===== src/rtl/ccs_pkg.sv =====
// constants and types shared by the core status and power control block
package ccs_pkg;

  // ----------------------------------------------------------------
  // register offsets on the special register port
  // ----------------------------------------------------------------
  localparam logic [7:0] SFR_PTR_LOW = 8'h82;
  localparam logic [7:0] SFR_PTR_HIGH = 8'h83;
  localparam logic [7:0] SFR_POWER_CTRL = 8'h87;
  localparam logic [7:0] SFR_STATUS_WORD = 8'hD0;
  localparam logic [7:0] SFR_MAIN_OPERAND = 8'hE0;
  localparam logic [7:0] SFR_SECOND_OPERAND = 8'hF0;

  // ----------------------------------------------------------------
  // reset values and fixed answers
  // ----------------------------------------------------------------
  localparam logic [7:0] RESET_BYTE = 8'h00;
  localparam logic [7:0] READ_ZERO = 8'h00;
  localparam logic [15:0] RESTART_VECTOR = 16'h0000;

  // ----------------------------------------------------------------
  // status word field positions
  // ----------------------------------------------------------------
  localparam int PSW_CARRY = 7;
  localparam int PSW_HALF_CARRY = 6;
  localparam int PSW_USER_ZERO = 5;
  localparam int PSW_BANK_HIGH = 4;
  localparam int PSW_BANK_LOW = 3;
  localparam int PSW_SIGN_WRAP = 2;
  localparam int PSW_USER_ONE = 1;
  localparam int PSW_ODD = 0;

  // ----------------------------------------------------------------
  // power control field positions and bank layout
  // ----------------------------------------------------------------
  localparam int POWER_CONTROL_REG_IDLE = 0;
  localparam int POWER_CONTROL_REG_STOP = 1;
  localparam logic [2:0] BANK_OFFSET = 3'h0;

  // power management state
  typedef enum logic [2:0] {
    PWR_RUN,
    PWR_IDLE_ARM,
    PWR_IDLE,
    PWR_STOP_ARM,
    PWR_STOP
  } ccs_pwr_type;

endpackage : ccs_pkg


===== src/rtl/ccs_core_status.sv =====
// core status registers, data pointer, operand registers and cpu power control
`timescale 1ns/1ps

module ccs_core_status
  import ccs_pkg::*;
(
  // clock and reset
  input wire logic clk_sys,
  input wire logic reset,
  // special register byte port
  input wire logic [7:0] sfr_addr,
  input wire logic sfr_wr,
  input wire logic [7:0] sfr_wdata,
  input wire logic sfr_rd,
  output logic [7:0] sfr_rdata,
  // special register bit port
  input wire logic sfr_bit_wr,
  input wire logic [7:0] sfr_bit_addr,
  input wire logic sfr_bit_val,
  // arithmetic results from the execution unit
  input wire logic alu_cy_we,
  input wire logic alu_cy,
  input wire logic alu_ac,
  input wire logic alu_ov_we,
  input wire logic alu_ov,
  input wire logic alu_acc_we,
  input wire logic [7:0] alu_acc,
  input wire logic alu_b_we,
  input wire logic [7:0] alu_b,
  // instruction and interrupt status
  input wire logic instr_done,
  input wire logic irq_pending_en,
  // reset sources
  input wire logic wdt_enabled,
  input wire logic wdt_expire,
  input wire logic lcd_enabled,
  input wire logic lcd_expire,
  input wire logic ext_reset_pin,
  // register contents toward the core
  output logic [15:0] data_pointer_pair,
  output logic [7:0] main_operand,
  output logic [7:0] second_operand,
  output logic [7:0] status_word,
  output logic [1:0] bank_select,
  output logic [7:0] bank_base,
  // power control outputs
  output logic cpu_clk_en,
  output logic periph_clk_en,
  output logic int_osc_en,
  output logic lcd_active,
  output logic idle_wake,
  output logic reset_request,
  output logic restart_req,
  output logic [15:0] restart_addr
);

  // ----------------------------------------------------------------
  // registers
  // ----------------------------------------------------------------
  logic [7:0] ptr_low_reg;
  logic [7:0] ptr_high_reg;
  logic [7:0] acc_reg;
  logic [7:0] acc_next;
  logic [7:0] b_reg;
  logic [7:0] b_next;
  logic [7:0] psw_reg;
  logic [7:0] psw_next;
  logic [7:0] rdata_reg;
  ccs_pwr_type pwr_reg;
  ccs_pwr_type pwr_next;
  logic wake_reg;
  logic rst_req_reg;
  logic restart_reg;
  logic ext_meta_reg;
  logic ext_sync_reg;
  logic odd_flag;
  logic [7:0] bit_byte;
  logic power_control_reg_wr;

  // sets one bit of a byte when the bit port targets that byte
  function automatic logic [7:0] ccs_bit_merge(input logic [7:0] cur, input logic [7:0] base);
    logic [7:0] res;
    res = cur;
    if (sfr_bit_wr && bit_byte == base) begin
      res[sfr_bit_addr[2:0]] = sfr_bit_val;
    end
    return res;
  endfunction : ccs_bit_merge

  assign bit_byte = {sfr_bit_addr[7:3], 3'h0};
  assign power_control_reg_wr = sfr_wr && sfr_addr == SFR_POWER_CTRL;
  assign odd_flag = ^acc_reg;

  // ----------------------------------------------------------------
  // data pointer pair
  // ----------------------------------------------------------------
  // byte registers only; the pair is just the concatenation
  always_ff @(posedge clk_sys) begin
    if (reset) begin
      ptr_high_reg <= RESET_BYTE;
      ptr_low_reg <= RESET_BYTE;
    end else begin
      if (sfr_wr && sfr_addr == SFR_PTR_HIGH) begin
        ptr_high_reg <= sfr_wdata;
      end
      if (sfr_wr && sfr_addr == SFR_PTR_LOW) begin
        ptr_low_reg <= sfr_wdata;
      end
    end
  end

  assign data_pointer_pair = {ptr_high_reg, ptr_low_reg};

  // ----------------------------------------------------------------
  // operand registers and status word next values
  // ----------------------------------------------------------------
  // execution results are applied last so a hardware update beats a
  // software write in the same cycle
  always_comb begin
    acc_next = acc_reg;
    if (sfr_wr && sfr_addr == SFR_MAIN_OPERAND) begin
      acc_next = sfr_wdata;
    end
    acc_next = ccs_bit_merge(acc_next, SFR_MAIN_OPERAND);
    if (alu_acc_we) begin
      acc_next = alu_acc;
    end
    b_next = b_reg;
    if (sfr_wr && sfr_addr == SFR_SECOND_OPERAND) begin
      b_next = sfr_wdata;
    end
    b_next = ccs_bit_merge(b_next, SFR_SECOND_OPERAND);
    if (alu_b_we) begin
      b_next = alu_b;
    end
    psw_next = psw_reg;
    if (sfr_wr && sfr_addr == SFR_STATUS_WORD) begin
      psw_next = sfr_wdata;
    end
    psw_next = ccs_bit_merge(psw_next, SFR_STATUS_WORD);
    if (alu_cy_we) begin
      psw_next[PSW_CARRY] = alu_cy;
      psw_next[PSW_HALF_CARRY] = alu_ac;
    end
    if (alu_ov_we) begin
      psw_next[PSW_SIGN_WRAP] = alu_ov;
    end
    // odd flag is derived, so the stored bit is never kept
    psw_next[PSW_ODD] = 1'b0;
  end

  always_ff @(posedge clk_sys) begin
    if (reset) begin
      acc_reg <= RESET_BYTE;
      b_reg <= RESET_BYTE;
      psw_reg <= RESET_BYTE;
    end else begin
      acc_reg <= acc_next;
      b_reg <= b_next;
      psw_reg <= psw_next;
    end
  end

  assign main_operand = acc_reg;
  assign second_operand = b_reg;
  assign status_word = {psw_reg[7:1], odd_flag};
  assign bank_select = {psw_reg[PSW_BANK_HIGH], psw_reg[PSW_BANK_LOW]};
  assign bank_base = {3'h0, bank_select, BANK_OFFSET};

  // ----------------------------------------------------------------
  // read port
  // ----------------------------------------------------------------
  // registered answer one cycle after the read; unmapped reads return zero
  always_ff @(posedge clk_sys) begin
    if (reset) begin
      rdata_reg <= READ_ZERO;
    end else if (sfr_rd) begin
      case (sfr_addr)
        SFR_PTR_LOW: rdata_reg <= ptr_low_reg;
        SFR_PTR_HIGH: rdata_reg <= ptr_high_reg;
        SFR_POWER_CTRL: rdata_reg <= READ_ZERO;
        SFR_STATUS_WORD: rdata_reg <= status_word;
        SFR_MAIN_OPERAND: rdata_reg <= acc_reg;
        SFR_SECOND_OPERAND: rdata_reg <= b_reg;
        default: rdata_reg <= READ_ZERO;
      endcase
    end
  end

  assign sfr_rdata = rdata_reg;

  // ----------------------------------------------------------------
  // power state machine
  // ----------------------------------------------------------------
  // a select write arms the mode; the mode starts when the writing
  // instruction reports completion, which may be the same cycle
  always_comb begin
    pwr_next = pwr_reg;
    case (pwr_reg)
      PWR_RUN: begin
        if (power_control_reg_wr && sfr_wdata[POWER_CONTROL_REG_STOP]) begin
          pwr_next = instr_done ? PWR_STOP : PWR_STOP_ARM;
        end else if (power_control_reg_wr && sfr_wdata[POWER_CONTROL_REG_IDLE]) begin
          pwr_next = instr_done ? PWR_IDLE : PWR_IDLE_ARM;
        end
      end
      PWR_IDLE_ARM: begin
        if (instr_done) begin
          pwr_next = PWR_IDLE;
        end
      end
      PWR_IDLE: begin
        if (irq_pending_en) begin
          pwr_next = PWR_RUN;
        end
      end
      PWR_STOP_ARM: begin
        if (instr_done) begin
          pwr_next = PWR_STOP;
        end
      end
      PWR_STOP: pwr_next = PWR_STOP;
      default: pwr_next = PWR_RUN;
    endcase
  end

  // reset alone returns the machine from stop to run; an enabled interrupt also ends idle
  always_ff @(posedge clk_sys) begin
    if (reset) begin
      pwr_reg <= PWR_RUN;
      wake_reg <= 1'b0;
    end else begin
      pwr_reg <= pwr_next;
      wake_reg <= pwr_reg == PWR_IDLE && irq_pending_en;
    end
  end

  // clocks stay on while only armed, so the instruction can finish
  assign cpu_clk_en = pwr_reg != PWR_IDLE && pwr_reg != PWR_STOP;
  assign periph_clk_en = pwr_reg != PWR_STOP;
  assign int_osc_en = pwr_reg != PWR_STOP;
  assign lcd_active = lcd_enabled;
  assign idle_wake = wake_reg;

  // ----------------------------------------------------------------
  // reset sources
  // ----------------------------------------------------------------
  // the pin is asynchronous; only the second stage is looked at
  always_ff @(posedge clk_sys) begin
    ext_meta_reg <= ext_reset_pin;
    ext_sync_reg <= ext_meta_reg;
  end

  // watchdog is a timer and is frozen in stop; the detector is not
  always_ff @(posedge clk_sys) begin
    if (reset) begin
      rst_req_reg <= 1'b0;
    end else begin
      rst_req_reg <= ext_sync_reg
        || (wdt_enabled && wdt_expire && pwr_reg != PWR_STOP)
        || (lcd_enabled && lcd_expire);
    end
  end

  assign reset_request = rst_req_reg;

  // restart request high through reset, drops at the first edge after
  always_ff @(posedge clk_sys) begin
    if (reset) begin
      restart_reg <= 1'b1;
    end else begin
      restart_reg <= 1'b0;
    end
  end

  assign restart_req = restart_reg;
  assign restart_addr = RESTART_VECTOR;

  // ----------------------------------------------------------------
  // checks
  // ----------------------------------------------------------------
  AST_PTR_HIGH: assert property (@(posedge clk_sys) disable iff (reset)
    sfr_wr && sfr_addr == SFR_PTR_HIGH |=> data_pointer_pair[15:8] == $past(sfr_wdata))
    else $error("pointer high byte not loaded");
  AST_PTR_LOW: assert property (@(posedge clk_sys) disable iff (reset)
    sfr_wr && sfr_addr == SFR_PTR_LOW |=> data_pointer_pair[7:0] == $past(sfr_wdata))
    else $error("pointer low byte not loaded");
  AST_CARRY: assert property (@(posedge clk_sys) disable iff (reset)
    alu_cy_we |=> status_word[PSW_CARRY] == $past(alu_cy))
    else $error("carry flag does not follow arithmetic");
  AST_HALF_CARRY: assert property (@(posedge clk_sys) disable iff (reset)
    alu_cy_we |=> status_word[PSW_HALF_CARRY] == $past(alu_ac))
    else $error("half carry flag does not follow arithmetic");
  AST_USER_FLAGS: assert property (@(posedge clk_sys) disable iff (reset)
    !(sfr_wr && sfr_addr == SFR_STATUS_WORD) && !sfr_bit_wr
    |=> $stable({status_word[PSW_USER_ZERO], status_word[PSW_USER_ONE]}))
    else $error("user flag changed without software");
  AST_BANK_BASE: assert property (@(posedge clk_sys) disable iff (reset)
    bank_base == {3'h0, status_word[PSW_BANK_HIGH], status_word[PSW_BANK_LOW], 3'h0})
    else $error("bank base disagrees with bank select");
  AST_SIGN_WRAP: assert property (@(posedge clk_sys) disable iff (reset)
    alu_ov_we |=> status_word[PSW_SIGN_WRAP] == $past(alu_ov))
    else $error("sign wrap flag wrong after arithmetic");
  AST_ODD: assert property (@(posedge clk_sys) disable iff (reset)
    status_word[PSW_ODD] == ^main_operand)
    else $error("odd flag disagrees with accumulator");
  AST_POWER_CONTROL_REG_READ: assert property (@(posedge clk_sys) disable iff (reset)
    sfr_rd && sfr_addr == SFR_POWER_CTRL |=> sfr_rdata == READ_ZERO)
    else $error("power control read not zero");
  AST_IDLE_ENTER: assert property (@(posedge clk_sys) disable iff (reset)
    pwr_reg == PWR_IDLE_ARM && instr_done |=> !cpu_clk_en && periph_clk_en)
    else $error("idle not entered after instruction");
  AST_IDLE_WAKE: assert property (@(posedge clk_sys) disable iff (reset)
    pwr_reg == PWR_IDLE && irq_pending_en |=> cpu_clk_en && idle_wake)
    else $error("enabled interrupt did not end idle");
  AST_STOP_HOLD: assert property (@(posedge clk_sys) disable iff (reset)
    pwr_reg == PWR_STOP |=> pwr_reg == PWR_STOP && !int_osc_en && !periph_clk_en)
    else $error("stop left without reset");
  AST_STOP_WINS: assert property (@(posedge clk_sys) disable iff (reset)
    pwr_reg == PWR_RUN && power_control_reg_wr && sfr_wdata[POWER_CONTROL_REG_STOP] && instr_done |=> pwr_reg == PWR_STOP)
    else $error("stop did not win over idle");
  AST_LCD_RESET: assert property (@(posedge clk_sys) disable iff (reset)
    lcd_enabled && lcd_expire |=> reset_request)
    else $error("detector expiry raised no reset");
  AST_WDT_RESET: assert property (@(posedge clk_sys) disable iff (reset)
    wdt_enabled && wdt_expire && pwr_reg != PWR_STOP |=> reset_request)
    else $error("watchdog expiry raised no reset");
  AST_STOP_QUIET: assert property (@(posedge clk_sys) disable iff (reset)
    pwr_reg == PWR_STOP && !ext_sync_reg && !(lcd_enabled && lcd_expire) |=> !reset_request)
    else $error("frozen source raised a reset in stop");

endmodule : ccs_core_status


===== config.mk =====
export PLATFORM = sky130hd
export DESIGN_NAME = ccs_core_status
export DESIGN_NICKNAME = d
export VERILOG_FILES = /design/src/rtl/ccs_pkg.sv /design/src/rtl/ccs_core_status.sv
export SDC_FILE = /design/constraint.sdc
export NUM_CORES = 1
export LEC_CHECK = 0
export BUFFER_PORTS_ARGS = -buffer_cell sky130_fd_sc_hd__clkbuf_2
export CORE_UTILIZATION = 44
export CTS_BUF_LIST = sky130_fd_sc_hd__clkbuf_2 sky130_fd_sc_hd__clkbuf_4 sky130_fd_sc_hd__clkbuf_8
export CTS_CLUSTER_DIAMETER = 100
export DETAILED_ROUTE_END_ITERATION = 12
export PLACE_DENSITY = 0.74
export REMOVE_ABC_BUFFERS = 1
export SLEW_MARGIN = 5
export SYNTH_ARGS = -nofsm -noshare
export SYNTH_HDL_FRONTEND = slang
export SYNTH_SLANG_ARGS = --single-unit

===== constraint.sdc =====
create_clock -name clk_sys -period 1.83 [get_ports clk_sys]
set_input_delay 0.0915 -clock clk_sys [delete_from_list [all_inputs] [get_ports clk_sys]]
set_output_delay 0.0915 -clock clk_sys [all_outputs]
set_load 0.1 [all_outputs]

# Word level (Yosys, flattened, before mapping)
# Cells that the tools add are included.
# word_totals
in_bits	60
ff_bits	56
elab_cells	81
output_inout_bits	81
# classes
order_cmp	2
reduce_logical	22
muxes	25
eq_ne	19
# op_table
op	n
$mux W8	8
$eq A8 B8 Y1 const B	6
$pmux W8 S5	1
$bwmux W8	3
$mux W3	6
$logic_and A1 B1 Y1	17
$eq A5 B5 Y1 const B	3
$pmux W3 S5	1
$reduce_xor A8 Y1	1
$eq A3 B2 Y1 const B	2
$ne A2 B2 Y1 const B	3
$ne A3 B3 Y1 const B	2
$lt A3 B4 Y1 const B	1
$mux W2	2
$reduce_and A4 Y1	1
$demux W1 S3	1
$eq A3 B1 Y1 const B	1
$eq A3 B3 Y1 const B	1
$ge A3 B1 Y1 const B	1
$logic_not A3 Y1	1
$mux W1	3
$ne A3 B2 Y1 const B	1
$logic_or A1 B1 Y1	2

# Depth between registers and ports, before layout
# depth
ltp_word	7
mapped_depth	7
depth_no_buf	6

# Least setup slack after synthesis
# OpenSTA, ideal clock, no wires.
# synth_path
path_type	register to output
startpoint	reg acc_reg[2], in the netlist main_operand[2]
endpoint	out status_word[0]
n_path_buf	1
t_arrival_ns	1.837
stages_incl_launch_ff	5
slack_ns	-0.099
path_cell_list	dfxtp_1 > xnor2_1 > xnor2_1 > xnor2_1 > buf_4
# synth_between
elab_chain_cells	1
# synth_lines
item	line_no	source
start, declared	ccs_core_status.sv:62	logic [7:0] acc_reg;
start signal, assigned	ccs_core_status.sv:158	acc_reg <= acc_next;
$reduce_xor A8 Y1	ccs_core_status.sv:92	assign odd_flag = ^acc_reg;
end, declared	ccs_core_status.sv:43	output logic [7:0] status_word,
# Every way passes these cells.

# Worst setup path after layout
# layout_path
startpoint	reg acc_reg[7], in the netlist main_operand[7]
endpoint	out status_word[0]
# The elaborated chain is that of the path after synthesis.

==> summary.txt <==
Run status
  – Result of the run: completed

Setup path
  – R2r setup slk: 0.47 ns
  – Worst r2r src: main_operand[4]
  – CP Cell Sequence: xor2_1 > xnor2_1 > xnor2_2 > buf_12
  – Max Fanout on Critical Path: 4
  – Endpoint class of the critical path: output port
  – Data arrival time of the critical path: 1.61 ns
  – Crit path max-delay cell type: dfxtp_1
  – Worst reg-to-reg path cell count: 4
  – Crit path buffers/inverters: 1
  – Critical path's largest stage delay: 0.43 ns
  – Terminus of the critical flop-to-flop path: sfr_rdata[4]
  – Cell class contributing the biggest share of worst-path delay: XOR/XNOR gates
  – Nature of the critical path startpoint: flop
  – Required @ worst endpoint: 1.74 ns
  – CP Class: flop to output port

Placed design
  – Weighted congestion reported at the end of routability-driven placement: 0.921
  – DP Area: 0.00410 sq mm
  – Port-buffer cells: 118
  – Inst Count DP: 619
  – Placed wire-length estimate: 8390 um
  – Post-placement setup slack: 0.161 ns

Power and ir drop
  – Leakage component of the power: 1.87 nW
  – Power density of the placed cells: 700 mW/mm^2
  – Peak supply drop: 0.377 mV
  – Post-layout power: 0.00303 W

GRT
  – Maximum number of pins on one net before global-route repair: 28
  – First-pass GRT wire length: 17500 um
  – Via count of the first global-routing pass: 3401
  – Combined global-route utilization of all metal layers: 0.267
  – Congestion Overflow GR: 0
  – Antenna violations before repair: 0

Clock tree
  – Worst-skew pair later-pin latency: 0.30 ns
  – Library cell used as clock root buffer: clkbuf_8
  – Maximum level of the CTS H-tree: 2
  – Number of clock sinks seen by CTS: 55
  – Clock-pin slew reported for the worst setup and hold paths after clock tree synthesis: 0.10 ns
  – Buffer depth of the longest clock path: 2
  – CTS tree: built
  – Number of clock buffers inserted by TritonCTS: 5
  – Count of buffers added by post-CTS timing repair for setup: 0

Timing
  – Achievable clock frequency: 587 MHz
  – # setup viols final: 0
  – Shortest period the worst path allows: 1.70 ns
  – Worst setup skew after layout: 0.00841 ns
  – Count of pins over their slew limit: 0
  – Pin slew with the least headroom to its limit: 0.571 ns
  – Unrepaired setup endpoints after global routing: false
  – PnR worst setup slack: 0.128 ns
  – Final hold violations: 0
  – Worst relative slew slack: 0.619
  – Period utilization: 0.930

Layout
  – Final non-filler cell total: 639
  – Final non-filler cell area: 0.00432 sq mm
  – Count of inserted antenna diode cells: 0
  – Fill cell count: 697
  – Register Area: 0.00110 sq mm
  – Combined area of the multi-input logic cells: 0.00197 sq mm
  – Commonest non-fill, non-tap cell in the layout: clkbuf_2
  – Share of layout cells above drive strength 1: 0.307
  – Commonest cells after routing, fill and taps aside: clkbuf_2, nand2_1, dfxtp_1
  – Number of nets in the layout: 600
  – Area overhead of the layout relative to synthesis: 25.6%

Synth
  – Post-synthesis instance area: 0.00344 sq mm
  – Proportion of synthesized chip area in sequential cells: 0.320
  – Yosys reg bits: 55
  – Per-instance average area after synthesis: 8.27 sq um
  – Gate count after technology mapping: 416
  – Yosys warning total: 0
  – Count of flip-flops with a built-in enable after synthesis: 0
  – Flip-flop cell with the highest count after synthesis: dfxtp_1
  – Number of distinct library cells after synthesis: 56
  – Async SR Flop Fraction: 0

Route
  – Initial DRT Pass Iterations: 5
  – Routed WL per cell: 17.1 um
  – Total wirelength of the detailed-routed design: 10900 um
  – Detailed router's first-iteration violation count: 234
  – Post-detailed-route count of antenna-violating nets: 0
  – Detailed-route DRC error count: 0
  – DR vias: 3700
  – Detail-routed via count per cell: 5.79

Die
  – Site Rows: 31
  – Die span in x: 90.4 um
  – Placeable Area: 0.00741 sq mm
  – Initial core utilization: 0.464
  – # IOs: 141
  – Die Span Y: 90.4 um
  – Die area: 0.00817 sq mm

Hold path
  – Worst min-delay path endpoint: main_operand[0]
  – Hold crit path type: primary input to flop
  – Min-Delay Startpoint: alu_acc[0]
  – Hold Path Cell Cnt: 3

Flow run
  – # Max-Cap Violations: 0
worst register-to-register path: stages (launching register included):
cell and delay, ns:
dfxtp_1 0.37, mux2_2 0.29, a22oi_1 0.24, o22ai_1 0.13, a41o_1 0.24
layout make-up:
type,count,area share
Clock buffer,6,0.0177
Clock inverter,2,0.00290
Inverter,23,0.0200
Multi-Input combinational cell,298,0.457
Sequential cell,55,0.255
Tap cell,99,0.0287
Timing Repair Buffer,156,0.219
kinds of logic (layout without fill, tap and decap cells):
kind of cell | Yosys count | in the layout | synth area share
adder cells (fa/ha/maj) | 1 | 1 | 0.00364
multiplexers | 13 | 13 | 0.0382
flip-flops | 55 | 55 | 0.320
AND/OR/NAND/NOR | 136 | 136 | 0.213
XOR/XNOR | 9 | 9 | 0.0229
AO/OA/AOI/OAI | 117 | 117 | 0.270
buffers and inverters | 84 | 187 | 0.131
other | 1 | 22 | 0.00109
metrics by stage:
stage | utilization | hold slack, ns | TNS, ns
floorplan | - | 0.119 | -10.40
global placement | 0.554 | 0.196 | 0
detailed placement | 0.554 | 0.204 | 0
CTS | 0.582 | 0.000710 | 0
global route | 0.583 | 0.00150 | 0
finish | 0.583 | 0.0121 | 0
synthesized netlist by cell type (11+ instances only):
library cell / number / area share
buf_4: 29 / 0.063
dfxtp_1: 55 / 0.32
a21oi_1: 17 / 0.025
nand2_1: 56 / 0.061
mux2i_1: 12 / 0.035
inv_1: 23 / 0.025
a41oi_1: 11 / 0.028
a31oi_1: 13 / 0.024
a32o_1: 14 / 0.041
clkbuf_1: 17 / 0.019
a221o_1: 14 / 0.041
nor2_1: 20 / 0.022
nand3_1: 13 / 0.019
worst max path at each step:
stage                    start             end  slack [ns]  depth (start not counted)
3_5_place_dp       sfr_addr[5]  ptr_low_reg[2]        0.16                          6
4_1_cts        main_operand[7]  status_word[0]        0.03                          4
3_3_place_gp       sfr_addr[5]  ptr_low_reg[3]        0.20                          6
2_1_floorplan  main_operand[5]    sfr_rdata[0]       -1.42                          4
5_1_grt        main_operand[6]  status_word[0]        0.09                          4
6_report       main_operand[7]  status_word[0]        0.13                          4
metal layers:
metal / up-vias / wire [um] / share of wire / GRT usage
met4: 0 / 145 / 0.013 / 0.0712
met1: 1711 / 4500 / 0.41 / 0.344
met3: 15 / 867 / 0.079 / 0.0337
met2: 227 / 5430 / 0.50 / 0.467
li1: 1747 / - / - / -
met5: - / 0 / 0 / 0
power by group:
part / switching, W / internal, W
registers: 0.0000334 / 0.00123
clock network: 0.000398 / 0.000284
logic: 0.000805 / 0.000270
total: 0.00124 / 0.00179
what timing repair did:
item | 4_1_cts | 5_1_grt
hold buffers | 12 | 0
setup endpoints to repair | 0 | 1
gates resized for setup | 0 | 1
hold endpoints to repair | 12 | 0
Note: power is estimated with default switching activity, not from simulation.
